--- src/otfs_pkg.sv ---
// Constants, register map and state types for overtravel and forced-stop control
// Behaviour
// - Forward limit ON permits forward run; OFF prohibits it and flags forward overtravel.
// - Reverse limit ON permits reverse run; OFF prohibits it and flags reverse overtravel.
// - Forward limit enable at 1 ignores the input; default 0; adopted at restart.
// - Reverse limit enable at 1 ignores the input; default 0; adopted at restart.
// - Overtravel is off when no terminal carries function code 1 or 2.
// - Forced-stop input ON means normal running; OFF forces the motor to stop.
// - Forced stop offers dynamic-brake, coasting and controlled deceleration stops.
// - With code 0xA allocated, only the forced-stop input stops; controlword quick stop is off.
// - Method 0 uses the profile quick-stop option and deceleration objects; set at reboot.
// - Method 1 uses the own forced-stop mode and deceleration time settings.
// - Mode accepts 0 to 6, default 0; 3 and 4 act as option 0; immediate.
// - Deceleration time 0 to 65535 ms per 1000 rpm, default 1000, immediate.
// - Enable arriving while forced-stop input is OFF keeps forced stop, even after ON.
// - Overtravel method 0..3 selects brake and after-stop combination; set at restart.
// - Reverse braking zeroes speed reference and limits torque, 0 to 350 percent, default 300.
package otfs_pkg;

  localparam int NTERM = 5;

  // Register byte addresses
  localparam logic [7:0] ADR_CFG_RST  = 8'h00;
  localparam logic [7:0] ADR_ALLOC_A  = 8'h04;
  localparam logic [7:0] ADR_ALLOC_B  = 8'h08;
  localparam logic [7:0] ADR_FS_MODE  = 8'h0C;
  localparam logic [7:0] ADR_FS_DECEL = 8'h10;
  localparam logic [7:0] ADR_RB_TORQ  = 8'h14;
  localparam logic [7:0] ADR_STATUS   = 8'h18;
  localparam logic [7:0] ADR_IRQ_STAT = 8'h1C;
  localparam logic [7:0] ADR_IRQ_MASK = 8'h20;
  localparam logic [7:0] ADR_CTRL     = 8'h24;

  // Restart-latched configuration field positions and the restart control bit
  localparam int CFG_FWD_DIS = 0;
  localparam int CFG_REV_DIS = 1;
  localparam int CFG_FS_METH = 2;
  localparam int CFG_OT_METH = 4;
  localparam int CTRL_RESTART = 0;

  // Status and interrupt bit positions
  localparam int EV_FWD_OT  = 0;
  localparam int EV_REV_OT  = 1;
  localparam int EV_FSTOP   = 2;
  localparam int EV_HELD    = 3;
  localparam int NEV        = 4;

  // Reset values and range limits
  localparam logic [5:0]  CFG_RST_VAL   = 6'h00;
  localparam logic [15:0] ALLOC_A_RST   = 16'h0021;
  localparam logic [3:0]  ALLOC_B_RST   = 4'h0;
  localparam logic [2:0]  FS_MODE_RST   = 3'h0;
  localparam logic [2:0]  FS_MODE_MAX   = 3'h6;
  localparam logic [15:0] FS_DECEL_RST  = 16'h03E8;
  localparam logic [8:0]  RB_TORQ_RST   = 9'h12C;
  localparam logic [8:0]  RB_TORQ_MAX   = 9'h15E;

  // Input function codes
  localparam logic [3:0] FN_FWD_LIMIT = 4'h1;
  localparam logic [3:0] FN_REV_LIMIT = 4'h2;
  localparam logic [3:0] FN_FSTOP     = 4'hA;

  // Stop actions and after-stop states
  localparam logic [1:0] STOP_DB    = 2'h0;
  localparam logic [1:0] STOP_COAST = 2'h1;
  localparam logic [1:0] STOP_DECEL = 2'h2;
  localparam logic [1:0] STOP_RBRK  = 2'h3;
  localparam logic [1:0] AFT_COAST  = 2'h0;
  localparam logic [1:0] AFT_DB     = 2'h1;
  localparam logic [1:0] AFT_ZCLAMP = 2'h2;

  // Forced-stop mode values that fold to option 0, and the quick-stop option codes
  localparam logic [2:0] FS_FOLD_A = 3'h3;
  localparam logic [2:0] FS_FOLD_B = 3'h4;
  localparam logic [2:0] QS_OPT_DB = 3'h0;
  localparam logic [2:0] QS_OPT_COAST = 3'h1;

  typedef enum logic [1:0] {
    OTFS_READY = 2'b00,
    OTFS_RUN   = 2'b01,
    OTFS_FSTOP = 2'b10
  } otfs_state_t;

endpackage

--- src/otfs_sync.sv ---
// Two-flop synchroniser for a group of asynchronous pin levels
`timescale 1ns/1ps
`default_nettype none
module otfs_sync #(
  parameter int W = 5
) (
  input  wire logic         clk_i,
  input  wire logic         rst_i,
  input  wire logic [W-1:0] async_i,
  output logic      [W-1:0] sync_o
);

  logic [W-1:0] meta_ff;
  logic [W-1:0] sync_ff;

  // First stage feeds only the second; reset to OFF keeps the drive stopped
  always_ff @(posedge clk_i) begin
    if (rst_i) begin
      meta_ff <= '0;
      sync_ff <= '0;
    end else begin
      meta_ff <= async_i;
      sync_ff <= meta_ff;
    end
  end

  assign sync_o = sync_ff;

endmodule
`default_nettype wire

--- src/otfs_top.sv ---
// Overtravel limit and forced-stop control with Wishbone register access
`timescale 1ns/1ps
`default_nettype none
module otfs_top (
  input  wire logic        clk_i,
  input  wire logic        rst_i,
  // Wishbone classic slave
  input  wire logic        cyc_i,
  input  wire logic        stb_i,
  input  wire logic        we_i,
  input  wire logic [7:0]  adr_i,
  input  wire logic [3:0]  sel_i,
  input  wire logic [31:0] dat_i,
  output logic      [31:0] dat_o,
  output logic             ack_o,
  output logic             irq_o,
  // Input terminals, active high means ON
  input  wire logic [4:0]  term_i,
  // Drive-profile command side
  input  wire logic        cw_enable_i,
  input  wire logic        cw_quick_stop_i,
  input  wire logic [2:0]  qs_option_i,
  input  wire logic        cmd_fwd_i,
  input  wire logic        cmd_rev_i,
  // Motion decisions
  output logic             fwd_move_o,
  output logic             rev_move_o,
  output logic             fwd_ot_o,
  output logic             rev_ot_o,
  output logic             ot_stop_o,
  output logic [1:0]       stop_action_o,
  output logic [1:0]       after_stop_o,
  output logic             speed_ref_zero_o,
  output logic [8:0]       torque_limit_o,
  output logic             torque_limit_act_o,
  // Forced-stop and state outputs
  output logic             ready_o,
  output logic             servo_on_o,
  output logic             fstop_o,
  output logic             use_profile_o,
  output logic [2:0]       stop_option_o,
  output logic [15:0]      decel_time_o,
  output logic             quick_stop_o
);

  // Finds the terminal carrying a function code: {allocated, level}
  function automatic logic [1:0] find_sig(input logic [19:0] map,
                                          input logic [4:0]  lvl,
                                          input logic [3:0]  code);
    logic f;
    logic v;
    f = 1'b0;
    v = 1'b0;
    for (int i = 0; i < otfs_pkg::NTERM; i++) begin
      if (map[i*4 +: 4] == code && !f) begin
        f = 1'b1;
        v = lvl[i];
      end
    end
    return {f, v};
  endfunction

  logic [4:0]  term_sync;
  logic [5:0]  cfg_pend_ff;
  logic [5:0]  cfg_act_ff;
  logic [15:0] alloc_a_ff;
  logic [3:0]  alloc_b_ff;
  logic [2:0]  fs_mode_ff;
  logic [15:0] fs_decel_ff;
  logic [8:0]  rb_torq_ff;
  logic [otfs_pkg::NEV-1:0] irq_stat_ff;
  logic [otfs_pkg::NEV-1:0] irq_mask_ff;
  logic [otfs_pkg::NEV-1:0] ev;
  logic        ack_ff;
  logic [31:0] dat_ff;
  logic        fwd_ot_ff;
  logic        rev_ot_ff;
  logic        en_ff;
  otfs_pkg::otfs_state_t state_ff;
  otfs_pkg::otfs_state_t nxt_state;

  // Limit and stop terminals settle through two flops first
  otfs_sync #(
    .W (otfs_pkg::NTERM)
  ) u_sync (
    .clk_i   (clk_i),
    .rst_i   (rst_i),
    .async_i (term_i),
    .sync_o  (term_sync)
  );

  // Bus decode
  logic        req;
  logic        wr;
  logic        rd;
  logic [19:0] alloc_map;
  assign req       = cyc_i & stb_i & ~ack_ff;
  assign wr        = req & we_i & sel_i[0];
  assign rd        = req & ~we_i;
  assign alloc_map = {alloc_b_ff, alloc_a_ff};

  // Signal lookup on the allocation map
  logic [1:0] fwd_sig;
  logic [1:0] rev_sig;
  logic [1:0] fs_sig;
  assign fwd_sig = find_sig(alloc_map, term_sync, otfs_pkg::FN_FWD_LIMIT);
  assign rev_sig = find_sig(alloc_map, term_sync, otfs_pkg::FN_REV_LIMIT);
  assign fs_sig  = find_sig(alloc_map, term_sync, otfs_pkg::FN_FSTOP);

  // Direction permission; an unallocated limit cannot block motion
  logic fwd_ok;
  logic rev_ok;
  logic fs_in_ok;
  assign fwd_ok = cfg_act_ff[otfs_pkg::CFG_FWD_DIS] | ~fwd_sig[1] | fwd_sig[0];
  assign rev_ok = cfg_act_ff[otfs_pkg::CFG_REV_DIS] | ~rev_sig[1] | rev_sig[0];
  // Without an allocated stop terminal the stop input reads as ON
  assign fs_in_ok = ~fs_sig[1] | fs_sig[0];

  // Configuration writes; low byte lane required, and alloc_a_ff bits 15:8 also need lane 1
  always_ff @(posedge clk_i) begin
    if (rst_i) begin
      cfg_pend_ff <= otfs_pkg::CFG_RST_VAL;
      alloc_a_ff  <= otfs_pkg::ALLOC_A_RST;
      alloc_b_ff  <= otfs_pkg::ALLOC_B_RST;
    end else if (wr) begin
      case (adr_i)
        otfs_pkg::ADR_CFG_RST: cfg_pend_ff <= dat_i[5:0];
        otfs_pkg::ADR_ALLOC_A: begin
          alloc_a_ff[7:0] <= dat_i[7:0];
          if (sel_i[1]) begin
            alloc_a_ff[15:8] <= dat_i[15:8];
          end
        end
        otfs_pkg::ADR_ALLOC_B: alloc_b_ff <= dat_i[3:0];
        default: ;
      endcase
    end
  end

  // Pending settings become active only on restart, as a reboot would
  always_ff @(posedge clk_i) begin
    if (rst_i) begin
      cfg_act_ff <= otfs_pkg::CFG_RST_VAL;
    end else if (wr && adr_i == otfs_pkg::ADR_CTRL && dat_i[otfs_pkg::CTRL_RESTART]) begin
      cfg_act_ff <= cfg_pend_ff;
    end
  end

  // Immediate settings; out-of-range writes are dropped, old value kept
  always_ff @(posedge clk_i) begin
    if (rst_i) begin
      fs_mode_ff  <= otfs_pkg::FS_MODE_RST;
      fs_decel_ff <= otfs_pkg::FS_DECEL_RST;
      rb_torq_ff  <= otfs_pkg::RB_TORQ_RST;
    end else if (wr) begin
      if (adr_i == otfs_pkg::ADR_FS_MODE && dat_i[2:0] <= otfs_pkg::FS_MODE_MAX) begin
        fs_mode_ff <= dat_i[2:0];
      end
      if (adr_i == otfs_pkg::ADR_FS_DECEL && sel_i[1]) begin
        fs_decel_ff <= dat_i[15:0];
      end
      if (adr_i == otfs_pkg::ADR_RB_TORQ && sel_i[1] &&
          dat_i[8:0] <= otfs_pkg::RB_TORQ_MAX) begin
        rb_torq_ff <= dat_i[8:0];
      end
    end
  end

  // Enable edge detect for the servo ON command
  always_ff @(posedge clk_i) begin
    if (rst_i) begin
      en_ff <= 1'b0;
    end else begin
      en_ff <= cw_enable_i;
    end
  end

  // Drive state: forced stop is left only through disable, ready, enable
  always_comb begin
    nxt_state = state_ff;
    case (state_ff)
      otfs_pkg::OTFS_READY: begin
        if (cw_enable_i && !fs_in_ok) begin
          nxt_state = otfs_pkg::OTFS_FSTOP;
        end else if (cw_enable_i) begin
          nxt_state = otfs_pkg::OTFS_RUN;
        end
      end
      otfs_pkg::OTFS_RUN: begin
        if (!fs_in_ok) begin
          nxt_state = otfs_pkg::OTFS_FSTOP;
        end else if (!cw_enable_i) begin
          nxt_state = otfs_pkg::OTFS_READY;
        end
      end
      otfs_pkg::OTFS_FSTOP: begin
        // Stop input coming back ON alone does not release the drive
        if (!cw_enable_i && fs_in_ok) begin
          nxt_state = otfs_pkg::OTFS_READY;
        end
      end
      default: nxt_state = otfs_pkg::OTFS_READY;
    endcase
  end

  always_ff @(posedge clk_i) begin
    if (rst_i) begin
      state_ff <= otfs_pkg::OTFS_READY;
    end else begin
      state_ff <= nxt_state;
    end
  end

  // Forced-stop option: modes 3 and 4 fold to option 0
  logic [2:0] own_opt;
  logic       meth_own;
  logic       qs_ok;
  assign own_opt = (fs_mode_ff == otfs_pkg::FS_FOLD_A || fs_mode_ff == otfs_pkg::FS_FOLD_B) ?
                   otfs_pkg::QS_OPT_DB : fs_mode_ff;
  assign meth_own = cfg_act_ff[otfs_pkg::CFG_FS_METH];
  // Controlword quick stop is withheld once the stop terminal exists
  assign qs_ok = ~fs_sig[1];

  // Forced-stop outputs
  logic [2:0] nxt_opt;
  logic [1:0] fs_action;
  always_comb begin
    nxt_opt = meth_own ? own_opt : qs_option_i;
    case (nxt_opt)
      otfs_pkg::QS_OPT_DB:    fs_action = otfs_pkg::STOP_DB;
      otfs_pkg::QS_OPT_COAST: fs_action = otfs_pkg::STOP_COAST;
      default:                fs_action = otfs_pkg::STOP_DECEL;
    endcase
  end

  always_ff @(posedge clk_i) begin
    if (rst_i) begin
      ready_o       <= 1'b1;
      servo_on_o    <= 1'b0;
      fstop_o       <= 1'b0;
      use_profile_o <= 1'b1;
      stop_option_o <= otfs_pkg::QS_OPT_DB;
      decel_time_o  <= otfs_pkg::FS_DECEL_RST;
      quick_stop_o  <= 1'b0;
    end else begin
      ready_o       <= nxt_state == otfs_pkg::OTFS_READY;
      servo_on_o    <= nxt_state == otfs_pkg::OTFS_RUN;
      fstop_o       <= nxt_state == otfs_pkg::OTFS_FSTOP;
      use_profile_o <= ~meth_own;
      stop_option_o <= nxt_opt;
      decel_time_o  <= fs_decel_ff;
      quick_stop_o  <= cw_quick_stop_i & qs_ok & (state_ff == otfs_pkg::OTFS_RUN);
    end
  end

  // Overtravel stop method table
  logic [1:0] ot_action;
  logic [1:0] ot_after;
  always_comb begin
    case (cfg_act_ff[otfs_pkg::CFG_OT_METH +: 2])
      2'h1: begin
        ot_action = otfs_pkg::STOP_DB;
        ot_after  = otfs_pkg::AFT_DB;
      end
      2'h2: begin
        ot_action = otfs_pkg::STOP_RBRK;
        ot_after  = otfs_pkg::AFT_ZCLAMP;
      end
      2'h3: begin
        ot_action = otfs_pkg::STOP_RBRK;
        ot_after  = otfs_pkg::AFT_COAST;
      end
      default: begin
        ot_action = otfs_pkg::STOP_DB;
        ot_after  = otfs_pkg::AFT_COAST;
      end
    endcase
  end

  // Motion gating; the free direction still runs to back out of a limit
  logic ot_hit;
  logic run;
  // Follows the next state so motion drops in the same cycle as fstop_o rises
  assign run    = nxt_state == otfs_pkg::OTFS_RUN;
  assign ot_hit = (cmd_fwd_i & ~fwd_ok) | (cmd_rev_i & ~rev_ok);

  always_ff @(posedge clk_i) begin
    if (rst_i) begin
      fwd_move_o         <= 1'b0;
      rev_move_o         <= 1'b0;
      fwd_ot_ff          <= 1'b0;
      rev_ot_ff          <= 1'b0;
      ot_stop_o          <= 1'b0;
      stop_action_o      <= otfs_pkg::STOP_DB;
      after_stop_o       <= otfs_pkg::AFT_COAST;
      speed_ref_zero_o   <= 1'b0;
      torque_limit_o     <= otfs_pkg::RB_TORQ_RST;
      torque_limit_act_o <= 1'b0;
    end else begin
      fwd_move_o    <= run & cmd_fwd_i & fwd_ok;
      rev_move_o    <= run & cmd_rev_i & rev_ok;
      fwd_ot_ff     <= ~fwd_ok;
      rev_ot_ff     <= ~rev_ok;
      ot_stop_o     <= run & ot_hit;
      stop_action_o <= fstop_o ? fs_action : ot_action;
      after_stop_o  <= ot_after;
      // Reverse braking pins the speed reference and caps torque
      speed_ref_zero_o   <= run & ot_hit & (ot_action == otfs_pkg::STOP_RBRK);
      torque_limit_o     <= rb_torq_ff;
      torque_limit_act_o <= run & ot_hit & (ot_action == otfs_pkg::STOP_RBRK);
    end
  end

  assign fwd_ot_o = fwd_ot_ff;
  assign rev_ot_o = rev_ot_ff;

  // Events: overtravel onset, forced-stop entry, enable refused
  assign ev[otfs_pkg::EV_FWD_OT] = ~fwd_ok & ~fwd_ot_ff;
  assign ev[otfs_pkg::EV_REV_OT] = ~rev_ok & ~rev_ot_ff;
  assign ev[otfs_pkg::EV_FSTOP]  = (nxt_state == otfs_pkg::OTFS_FSTOP) &
                                   (state_ff != otfs_pkg::OTFS_FSTOP);
  assign ev[otfs_pkg::EV_HELD]   = cw_enable_i & ~en_ff &
                                   (state_ff == otfs_pkg::OTFS_FSTOP);

  // Sticky status, cleared by reading it; a new event beats the clear
  always_ff @(posedge clk_i) begin
    if (rst_i) begin
      irq_stat_ff <= '0;
    end else if (rd && adr_i == otfs_pkg::ADR_IRQ_STAT) begin
      irq_stat_ff <= ev;
    end else begin
      irq_stat_ff <= irq_stat_ff | ev;
    end
  end

  always_ff @(posedge clk_i) begin
    if (rst_i) begin
      irq_mask_ff <= '0;
    end else if (wr && adr_i == otfs_pkg::ADR_IRQ_MASK) begin
      irq_mask_ff <= dat_i[otfs_pkg::NEV-1:0];
    end
  end

  assign irq_o = |(irq_stat_ff & irq_mask_ff);

  // Read mux; unmapped addresses answer with zero
  logic [31:0] rdat;
  always_comb begin
    rdat = 32'h0000_0000;
    case (adr_i)
      otfs_pkg::ADR_CFG_RST:  rdat[5:0]  = cfg_pend_ff;
      otfs_pkg::ADR_ALLOC_A:  rdat[15:0] = alloc_a_ff;
      otfs_pkg::ADR_ALLOC_B:  rdat[3:0]  = alloc_b_ff;
      otfs_pkg::ADR_FS_MODE:  rdat[2:0]  = fs_mode_ff;
      otfs_pkg::ADR_FS_DECEL: rdat[15:0] = fs_decel_ff;
      otfs_pkg::ADR_RB_TORQ:  rdat[8:0]  = rb_torq_ff;
      otfs_pkg::ADR_STATUS:   rdat[11:0] = {term_sync, qs_ok, state_ff,
                                            fwd_ok, rev_ok, fwd_ot_ff, rev_ot_ff};
      otfs_pkg::ADR_IRQ_STAT: rdat[otfs_pkg::NEV-1:0] = irq_stat_ff;
      otfs_pkg::ADR_IRQ_MASK: rdat[otfs_pkg::NEV-1:0] = irq_mask_ff;
      otfs_pkg::ADR_CTRL:     rdat[5:0]  = cfg_act_ff;
      default:                rdat = 32'h0000_0000;
    endcase
  end

  // One wait state: ack and data register together, ack drops next cycle
  always_ff @(posedge clk_i) begin
    if (rst_i) begin
      ack_ff <= 1'b0;
      dat_ff <= 32'h0000_0000;
    end else begin
      ack_ff <= req;
      if (rd) begin
        dat_ff <= rdat;
      end
    end
  end

  assign ack_o = ack_ff;
  assign dat_o = dat_ff;

endmodule
`default_nettype wire

--- config.mk ---
export PLATFORM = sky130hd
export DESIGN_NAME = otfs_top
export DESIGN_NICKNAME = d
export VERILOG_FILES = /design/src/otfs_pkg.sv /design/src/otfs_sync.sv /design/src/otfs_top.sv
export SDC_FILE = /design/constraint.sdc
export NUM_CORES = 1
export LEC_CHECK = 0
export BUFFER_PORTS_ARGS = -buffer_cell sky130_fd_sc_hd__buf_2
export CAP_MARGIN = 15
export CORE_MARGIN = 5
export CORE_UTILIZATION = 58
export DETAILED_ROUTE_END_ITERATION = 10
export GPL_ROUTABILITY_DRIVEN = 0
export PLACE_DENSITY = 0.85
export REMOVE_ABC_BUFFERS = 1
export SETUP_SLACK_MARGIN = 0.2
export SLEW_MARGIN = 20
export SYNTH_ARGS = -nofsm -noshare
export SYNTH_HDL_FRONTEND = slang
export SYNTH_SLANG_ARGS = --single-unit
export TNS_END_PERCENT = 10
--- constraint.sdc ---
create_clock -name clk_i -period 5.9 [get_ports clk_i]
set_input_delay 0.885 -clock clk_i [delete_from_list [all_inputs] [get_ports clk_i]]
set_output_delay 0.885 -clock clk_i [all_outputs]
set_load 0.1 [all_outputs]
==> results of run 1 <==
[routing by layer]
layer / share of wire, % / GRT usage (%)
met1: 38 / 30.4
met2: 48 / 42.4
met3: 9.8 / 6.36
met4: 3.4 / 13.2
met5: 0 / 0
[layout by cell type, fill, tap and decap left out, types with 5 or more instances in the layout]
cell type / netlist / routed
a22oi_1: 7 / 7
clkbuf_16: 0 / 16
mux2_2: 9 / 9
or2_2: 9 / 9
a211oi_1: 7 / 7
nor2b_1: 32 / 32
and2_1: 5 / 5
nor2_1: 73 / 73
buf_2: 14 / 103
nand2b_1: 8 / 8
a311oi_1: 5 / 5
clkbuf_1: 21 / 5
buf_4: 18 / 5
mux2i_1: 47 / 47
nand4bb_1: 5 / 5
inv_1: 12 / 12
a211o_1: 8 / 8
nand3b_1: 8 / 8
dfxtp_1: 141 / 141
a221oi_1: 8 / 8
and3_1: 7 / 7
a21oi_1: 23 / 23
nand2_1: 51 / 51
a22o_1: 6 / 6
nor4b_1: 11 / 11
nor3_1: 15 / 15
nand3_1: 13 / 13
o21ai_0: 12 / 12
conb_1: 1 / 16
[layout make-up]
type / count / area, um^2 / share of cell area, %
Clock buffer: 25 / 474 / 6.75
Sequential cell: 141 / 2820 / 40.2
Inverter: 12 / 45.0 / 0.641
Timing Repair Buffer: 108 / 553 / 7.87
Clock inverter: 6 / 85.1 / 1.21
Tap cell: 136 / 170 / 2.42
Multi-Input combinational cell: 442 / 2870 / 40.9
[path summary, 6_finish.rpt]
path	end	slack (ns)	cells after the start
hold reg to reg	u_sync.sync_o[2]	0.43	1
setup reg to reg	fs_decel_ff[1]	3.17	5
hold / removal	u_sync.sync_o[2]	0.43	1
setup / recovery	fs_decel_ff[1]	2.68	6
[cell families (layout without fill, tap and decap cells)]
| logic type | after synthesis | after routing | share of synthesized area [%] |
|---|---|---|---|
| AO/OA/AOI/OAI | 110 | 110 | 13.5 |
| buffers and inverters | 71 | 151 | 6.10 |
| flip-flops | 141 | 141 | 47.0 |
| multiplexers | 57 | 57 | 9.89 |
| other | 1 | 16 | 0.0624 |
| AND/OR/NAND/NOR | 259 | 259 | 23.5 |
[flip-flops by register name, summed over array words and instances, names as in the netlist, 6 cells and up]
register / flops
cfg_act_ff: 6
fs_decel_ff: 16
alloc_a_ff: 16
rb_torq_ff: 9
dat_o: 16
torque_limit_o: 9
cfg_pend_ff: 6
decel_time_o: 16
[power by group through the flow]
stage	clock network, mW	logic (mW)	registers [mW]
2_1_floorplan	0	0.0820	1.04
3_3_place_gp	0	0.188	0.993
3_5_place_dp	0	0.191	0.993
4_1_cts	1.02	0.193	0.973
5_1_grt	1.07	0.203	0.974
6_report	1.01	0.195	0.973
==> flow_summary.ini, run 1 <==
[global_route]
grtUsageTotal_pct = 25.5
grt_overflow_total = 0
grt_pass1_vias = 5141
antenna_found_initial = 0
grt_max_degree = 87
grt_first_pass_wirelength_um = 25500

[synthesis]
synth_cells = 639
ys_ff_latch = 141
synthTopCellsByCount = dfxtp_1 (141), nor2_1 (73), nand2_1 (51), mux2i_1 (47), nor2b_1 (32)
synthTopCellsByArea = dfxtp_1 (47%), mux2i_1 (7.8%), nor2_1 (4.6%)
synth_edf_count = 0
synth_cell_types = 63
async_flop_share_pct = 0
synth_flop_cell = dfxtp_1
yosysMostFrequentCell = dfxtp_1
yosysWarnings = 0
synth_top_area_share_pct = 47.0
synth.yosys.seq_area_share_pct = 47.0
syn_area_per_cell_um2 = 9.40
synth_area_mm2 = 0.00601
synth.largest_area_cell = dfxtp_1

[timing]
rsz0062_at_grt = no
period_minus_slack_ns = 3.22
setup_slack_ns = 2.68
worst_slew_pin_slew_ns = 1.07
fin_crit_sh_pct = 54.6
fin_skew_ns = 0.0105
relSlewSlack_pct = 28.2
drv_slew = 0
hold_viol_final = 0
fmax_ghz = 0.310
setup_tns_ns = 0
setup_viol = 0
whs_ns = 0.434

[setup_path]
cp-start-kind = input port
crit_type = in2reg
cp_slowest_stage_delay_ns = 0.81
path_cells = buf_2 -> nor4_2 -> and2_1 -> nand3_1 -> nand2_1 -> a21oi_1
critical_path_peak_fanout = 21
required_ns = 6.26
crit_path_end_kind = flop
r2r_start = ack_o
worst-path-buf-inv = 1
worstPathArrival_ns = 3.58
crit_family = simple AND/OR/NAND/NOR gates
slowest_stage = nor4_2
critPathLaunch = adr_i[3]

[pwr]
power_density_mw_per_mm2 = 310
p_int_mw = 1.63
peakVddDrop_uv = 143
p_leak_nw = 2.85
switching_share_pct = 25.1
p_sw_mw = 0.547
finalPower_mw = 2.18
p_clk_share_pct = 46.4
comb_power_share_pct = 9.0
p_seq_share_pct = 44.6

[final_layout]
fin_nets = 783
drive_gt1_share_pct = 21.7
num_antenna_cells = 0
fin_util_pct = 68.7
final_cells = 870
n_fill_cell = 747
final_cell_area_mm2 = 0.00702
syn2layout_area_growth_pct = 16.9

[detailed_routing]
drtPass1Iterations = 6
via_count = 5240
ant_nets = 0
wire_per_inst_um = 18.7
drt_first_iter_violations = 548
post-route-drc-count = 0
routed_via_density = 6.02
totalWireLength_um = 16200

[clocking]
cts.repair.resized = 0
cts_sinks = 141
post_cts_buffers = 0
clk_path_buf_depth = 2
cts-hold-fix-buffers = 0
clkSlewWorstSetupHoldPaths_ns = 0.06
htree_levels = 4
tritoncts = done
cts_made_buffers = 17
cts-root-buf = clkbuf_8
insertion_delay_ns = 0.52

[floorplanning]
boundaryPins = 139
start_util_pct = 58.7
coreArea_mm2 = 0.0102
die_area_mm2 = 0.0125
die_y_um = 112
fp-row-count = 37
die_x_um = 112

[run_status]
status = completed

[placement]
portBuffers = 104
pre_cts_ws_ns = 2.30
hpwlAfterDp_um = 11100
placed_area_mm2 = 0.00646
place_inst = 839

[job]
maxCapViolCount = 0

[worst_hold_path]
min_from = u_sync.meta_ff[2]
hp-class = reg2reg
No activity file was read; power rests on OpenSTA's default activity.
==> inputs of run 2 (changes only) <==
--- a/config.mk
+++ b/config.mk
@@ -8,10 +8,10 @@
 export BUFFER_PORTS_ARGS = -buffer_cell sky130_fd_sc_hd__buf_2
 export CAP_MARGIN = 15
 export CORE_MARGIN = 5
-export CORE_UTILIZATION = 58
+export CORE_UTILIZATION = 49
 export DETAILED_ROUTE_END_ITERATION = 10
 export GPL_ROUTABILITY_DRIVEN = 0
-export PLACE_DENSITY = 0.85
+export PLACE_DENSITY = 0.77
 export REMOVE_ABC_BUFFERS = 1
 export SETUP_SLACK_MARGIN = 0.2
 export SLEW_MARGIN = 20
==> constraint.sdc (replaced) <==
create_clock -name clk_i -period 2.79 [get_ports clk_i]
set_input_delay 0.4185 -clock clk_i [delete_from_list [all_inputs] [get_ports clk_i]]
set_output_delay 0.4185 -clock clk_i [all_outputs]
set_load 0.1 [all_outputs]
==> flow_summary.ini, run 2 (same netlist as run 1, synthesis figures left out) <==
[pwr]
peakVddDrop_uv = 367
p_int_mw = 3.69
p_clk_share_pct = 49.2
power_density_mw_per_mm2 = 672
p_sw_mw = 1.20
switching_share_pct = 24.5
p_seq_share_pct = 42.1
finalPower_mw = 4.88
comb_power_share_pct = 8.6
p_leak_nw = 2.98

[final_layout]
final_common_cell = dfxtp_1
final_cells = 900
syn2layout_area_growth_pct = 21.0
n_fill_cell = 1019
drive_gt1_share_pct = 24.2
num_antenna_cells = 0
fin_nets = 802
layout_common_cells = dfxtp_1 (141), buf_2 (103), nor2_1 (73)

[floorplanning]
start_util_pct = 50.0
die_x_um = 121
die_y_um = 121
fp-row-count = 40
die_area_mm2 = 0.0146
boundaryPins = 139
coreArea_mm2 = 0.0120

[timing]
rsz0062_at_grt = no
hold_viol_final = 0
worst_slew_pin_slew_ns = 0.629
drv_slew = 0
fin_skew_ns = 0.0104
relSlewSlack_pct = 58.1
period_minus_slack_ns = 2.17
setup_slack_ns = 0.621
setup_tns_ns = 0
fin_crit_sh_pct = 77.7
setup_viol = 0
fmax_ghz = 0.461

[clocking]
insertion_delay_ns = 0.43
cts-root-buf = clkbuf_16
post_cts_buffers = 0
cts_sinks = 141
htree_levels = 4
clk_path_buf_depth = 2
tritoncts = done
clkSlewWorstSetupHoldPaths_ns = 0.06
cts.repair.resized = 0
cts-hold-fix-buffers = 0
cts_made_buffers = 17

[detailed_routing]
drtPass1Iterations = 6
routed_via_density = 5.85
totalWireLength_um = 16800
ant_nets = 0
via_count = 5266
post-route-drc-count = 0
drt_first_iter_violations = 543
wire_per_inst_um = 18.6

[placement]
pre_cts_ws_ns = 0.372
portBuffers = 104
place_inst = 869
hpwlAfterDp_um = 12000

[setup_path]
cp-start-kind = flop
worstPathArrival_ns = 2.47
critical_path_peak_fanout = 8
crit_type = reg2reg
rr_worst_depth = 5
crit_path_end_kind = flop
required_ns = 3.09

[global_route]
grtUsageTotal_pct = 23.4
antenna_found_initial = 0
grt_first_pass_wirelength_um = 26700
grt_pass1_vias = 5212
grt_max_degree = 56
grt_overflow_total = 0

[job]
maxCapViolCount = 0

[run_status]
status = completed

[worst_hold_path]
hold_path_depth = 2
hp-class = in2reg
-- run 2: cell count changes in the layout (fill, tap and decap cells not counted), moves of 2 or more --
cell | before | now
clkinv_4 | 0 | 2
bufinv_16 | 2 | 4
clkbuf_1 | 5 | 1
buf_4 | 5 | 23
-- run 2: final timing paths --
check	startpoint	to	slack (ns)
hold / removal	term_i[1]	u_sync.meta_ff[1]	0.20
setup reg to reg	alloc_b_ff[2]	torque_limit_act_o	0.62
setup / recovery	alloc_b_ff[2]	torque_limit_act_o	0.62
hold reg to reg	u_sync.meta_ff[3]	u_sync.sync_o[3]	0.43
-- run 2: area by class of cell --
class	instances	area [um^2]	area share, %
sequential	141	2820	38.8
tap	147	184	2.53
timing repair buffer	127	708	9.75
multi-input combinational	442	2870	39.5
clock buffer	21	470	6.47
inverter	12	45.0	0.620
clock inverter	10	163	2.24
-- run 2: metrics by stage --
step / hold slack (ns) / instance area [um^2] / util [%]
6_report: 0.203 / 7270 / 60.5
5_1_grt: 0.198 / 7270 / 60.5
4_1_cts: 0.195 / 7270 / 60.5
3_5_place_dp: 0.422 / 6630 / 55.2
3_3_place_gp: 0.430 / 6630 / 55.2
2_1_floorplan: 0.414 / 5740 / -
-- run 2: power groups by stage --
stage          logic [mW]  registers [mW]  clock network (mW)
3_5_place_dp        0.415            2.10                   0
3_3_place_gp        0.408            2.10                   0
5_1_grt             0.441            2.06                2.53
2_1_floorplan       0.173            2.20                   0
4_1_cts             0.416            2.06                2.43
6_report            0.421            2.06                2.40
-- run 2: critical path, cell delays in order, from the launching register on --
cell and delay [ns]:
dfxtp_1 0.36, nand4bb_1 0.27, or3b_1 0.41, a211oi_2 0.30
o22ai_1 0.29, a2111oi_1 0.42
-- run 2: metal layers --
layer  part of all wire, %  track usage (%)
met5                     0                0
met4                   3.4             11.4
met3                    10             8.00
met2                    47             37.8
met1                    40             27.9
==> inputs of run 3 (changes only) <==
--- a/config.mk
+++ b/config.mk
@@ -8,10 +8,10 @@
 export BUFFER_PORTS_ARGS = -buffer_cell sky130_fd_sc_hd__buf_2
 export CAP_MARGIN = 15
 export CORE_MARGIN = 5
-export CORE_UTILIZATION = 49
+export CORE_UTILIZATION = 54
 export DETAILED_ROUTE_END_ITERATION = 10
 export GPL_ROUTABILITY_DRIVEN = 0
-export PLACE_DENSITY = 0.77
+export PLACE_DENSITY = 0.8
 export REMOVE_ABC_BUFFERS = 1
 export SETUP_SLACK_MARGIN = 0.2
 export SLEW_MARGIN = 20
==> constraint.sdc (replaced) <==
create_clock -name clk_i -period 2 [get_ports clk_i]
set_input_delay 0.3 -clock clk_i [delete_from_list [all_inputs] [get_ports clk_i]]
set_output_delay 0.3 -clock clk_i [all_outputs]
set_load 0.1 [all_outputs]
==> flow_summary.ini, run 3 (same netlist as run 1, synthesis figures left out) <==
[run_status]
status = completed

[global_route]
antenna_found_initial = 0
grt_max_degree = 44
grt_overflow_total = 0
grt_pass1_vias = 5624
grt_first_pass_wirelength_um = 28600
grtUsageTotal_pct = 27.8

[clocking]
clk_path_buf_depth = 2
tritoncts = done
insertion_delay_ns = 0.54
cts_made_buffers = 17
htree_levels = 4
clkSlewWorstSetupHoldPaths_ns = 0.06
cts-root-buf = clkbuf_8
cts_sinks = 141

[setup_path]
crit_type = reg2reg
critPathLaunch = alloc_b_ff[3]
worst-path-buf-inv = 0
worstPathArrival_ns = 2.41
path_cells = or3_4 -> nor4b_2 -> o21ai_1 -> a211o_1 -> a2111oi_4
cp-start-kind = flop
critical_path_peak_fanout = 4
crit_path_end_kind = flop
required_ns = 2.44
crit_family = compound AO/OA/AOI/OAI gates
cp_slowest_stage_delay_ns = 0.40
slowest_stage = or3_4
r2r_start = alloc_b_ff[3]

[pwr]
power_density_mw_per_mm2 = 877
peakVddDrop_uv = 828
finalPower_mw = 7.02
p_leak_nw = 3.35

[floorplanning]
die_y_um = 115
die_area_mm2 = 0.0133
coreArea_mm2 = 0.0109
start_util_pct = 55.2
die_x_um = 115
fp-row-count = 38
boundaryPins = 139

[detailed_routing]
routed_via_density = 6.01
totalWireLength_um = 18800
wire_per_inst_um = 19.8
ant_nets = 0
via_count = 5711
drtPass1Iterations = 7
post-route-drc-count = 0
drt_first_iter_violations = 604

[timing]
worst_slew_pin_slew_ns = 0.569
fin_crit_sh_pct = 98.8
relSlewSlack_pct = 62.0
drv_slew = 0
fin_skew_ns = 0.0104
fmax_ghz = 0.506
rsz0062_at_grt = yes
period_minus_slack_ns = 1.98
setup_viol = 0
hold_viol_final = 0
setup_slack_ns = 0.0242

[final_layout]
fin_nets = 858
seqCellArea_mm2 = 0.00284
syn2layout_area_growth_pct = 33.3
multi_input_area_mm2 = 0.00311
fin_util_pct = 73.5
final_cells = 950
final_common_cell = dfxtp_1
drive_gt1_share_pct = 33.3
num_antenna_cells = 0
layout_common_cells = dfxtp_1 (129), buf_2 (103), nor2_1 (73)
n_fill_cell = 743

[placement]
pre_cts_ws_ns = -0.0408
portBuffers = 104
place_inst = 904
hpwlAfterDp_um = 12900

[job]
maxCapViolCount = 0

[worst_hold_path]
hp-class = in2reg
min_from = dat_i[9]
[run 3: per-stage QoR]
stage	setup TNS (ns)	cell area [um^2]	hold WS, ns
2_1_floorplan	-9.26	5740	0.369
3_3_place_gp	0	6970	0.425
3_5_place_dp	-0.172	6970	0.424
4_1_cts	0	7800	0.00243
5_1_grt	-0.00831	8010	0.0315
6_report	0	8010	0.0168
[run 3: layer usage]
layer / GRT usage, % / vias to the layer above / wire length [um]
met3: 6.48 / 82 / 1820
li1: - / 2574 / -
met2: 45.6 / 355 / 8900
met5: 0 / - / 0
met1: 33.3 / 2700 / 7090
met4: 16.4 / 0 / 1010
[run 3: worst reg2reg max path: cells and delay by family (launching register included)]
kind | cells | cell delay, ns
and+or+nand+nor | 2 | 0.65
DFF | 1 | 0.35
AOI/OAI and AO/OA | 3 | 0.87
[run 3: power breakdown]
part,leakage [nW],total (mW),internal [mW],switching (mW)
Clock,0.319,3.51,2.31,1.19
Sequential,1.15,2.87,2.84,0.0250
Combinational,1.88,0.646,0.157,0.488
Total,3.35,7.02,5.32,1.71
[run 3: final cells by class]
| class | count | area share, % |
|---|---|---|
| multi-input combinational | 442 | 38.8 |
| clock buffer | 22 | 6.03 |
| tap | 140 | 2.19 |
| sequential | 141 | 35.5 |
| inverter | 12 | 0.563 |
| timing repair buffer | 183 | 14.6 |
| clock inverter | 10 | 2.28 |
[run 3: worst paths after layout]
path              cells after the start                 end  slack (ns)
hold / removal                        3      fs_decel_ff[9]        0.02
setup / recovery                      5  torque_limit_act_o        0.02
setup reg to reg                      5  torque_limit_act_o        0.02
hold reg to reg                       1    u_sync.sync_o[2]        0.43
[run 3: repair_timing]
| action | CTS | global route |
|---|---|---|
| hold buffers | 6 | 0 |
| endpoints found under the setup margin | 11 | 17 |
| hold endpoints to repair | 6 | 0 |
| buffers inserted | 4 | 4 |
| pin swaps | 9 | 8 |
| resized for setup | 18 | 32 |
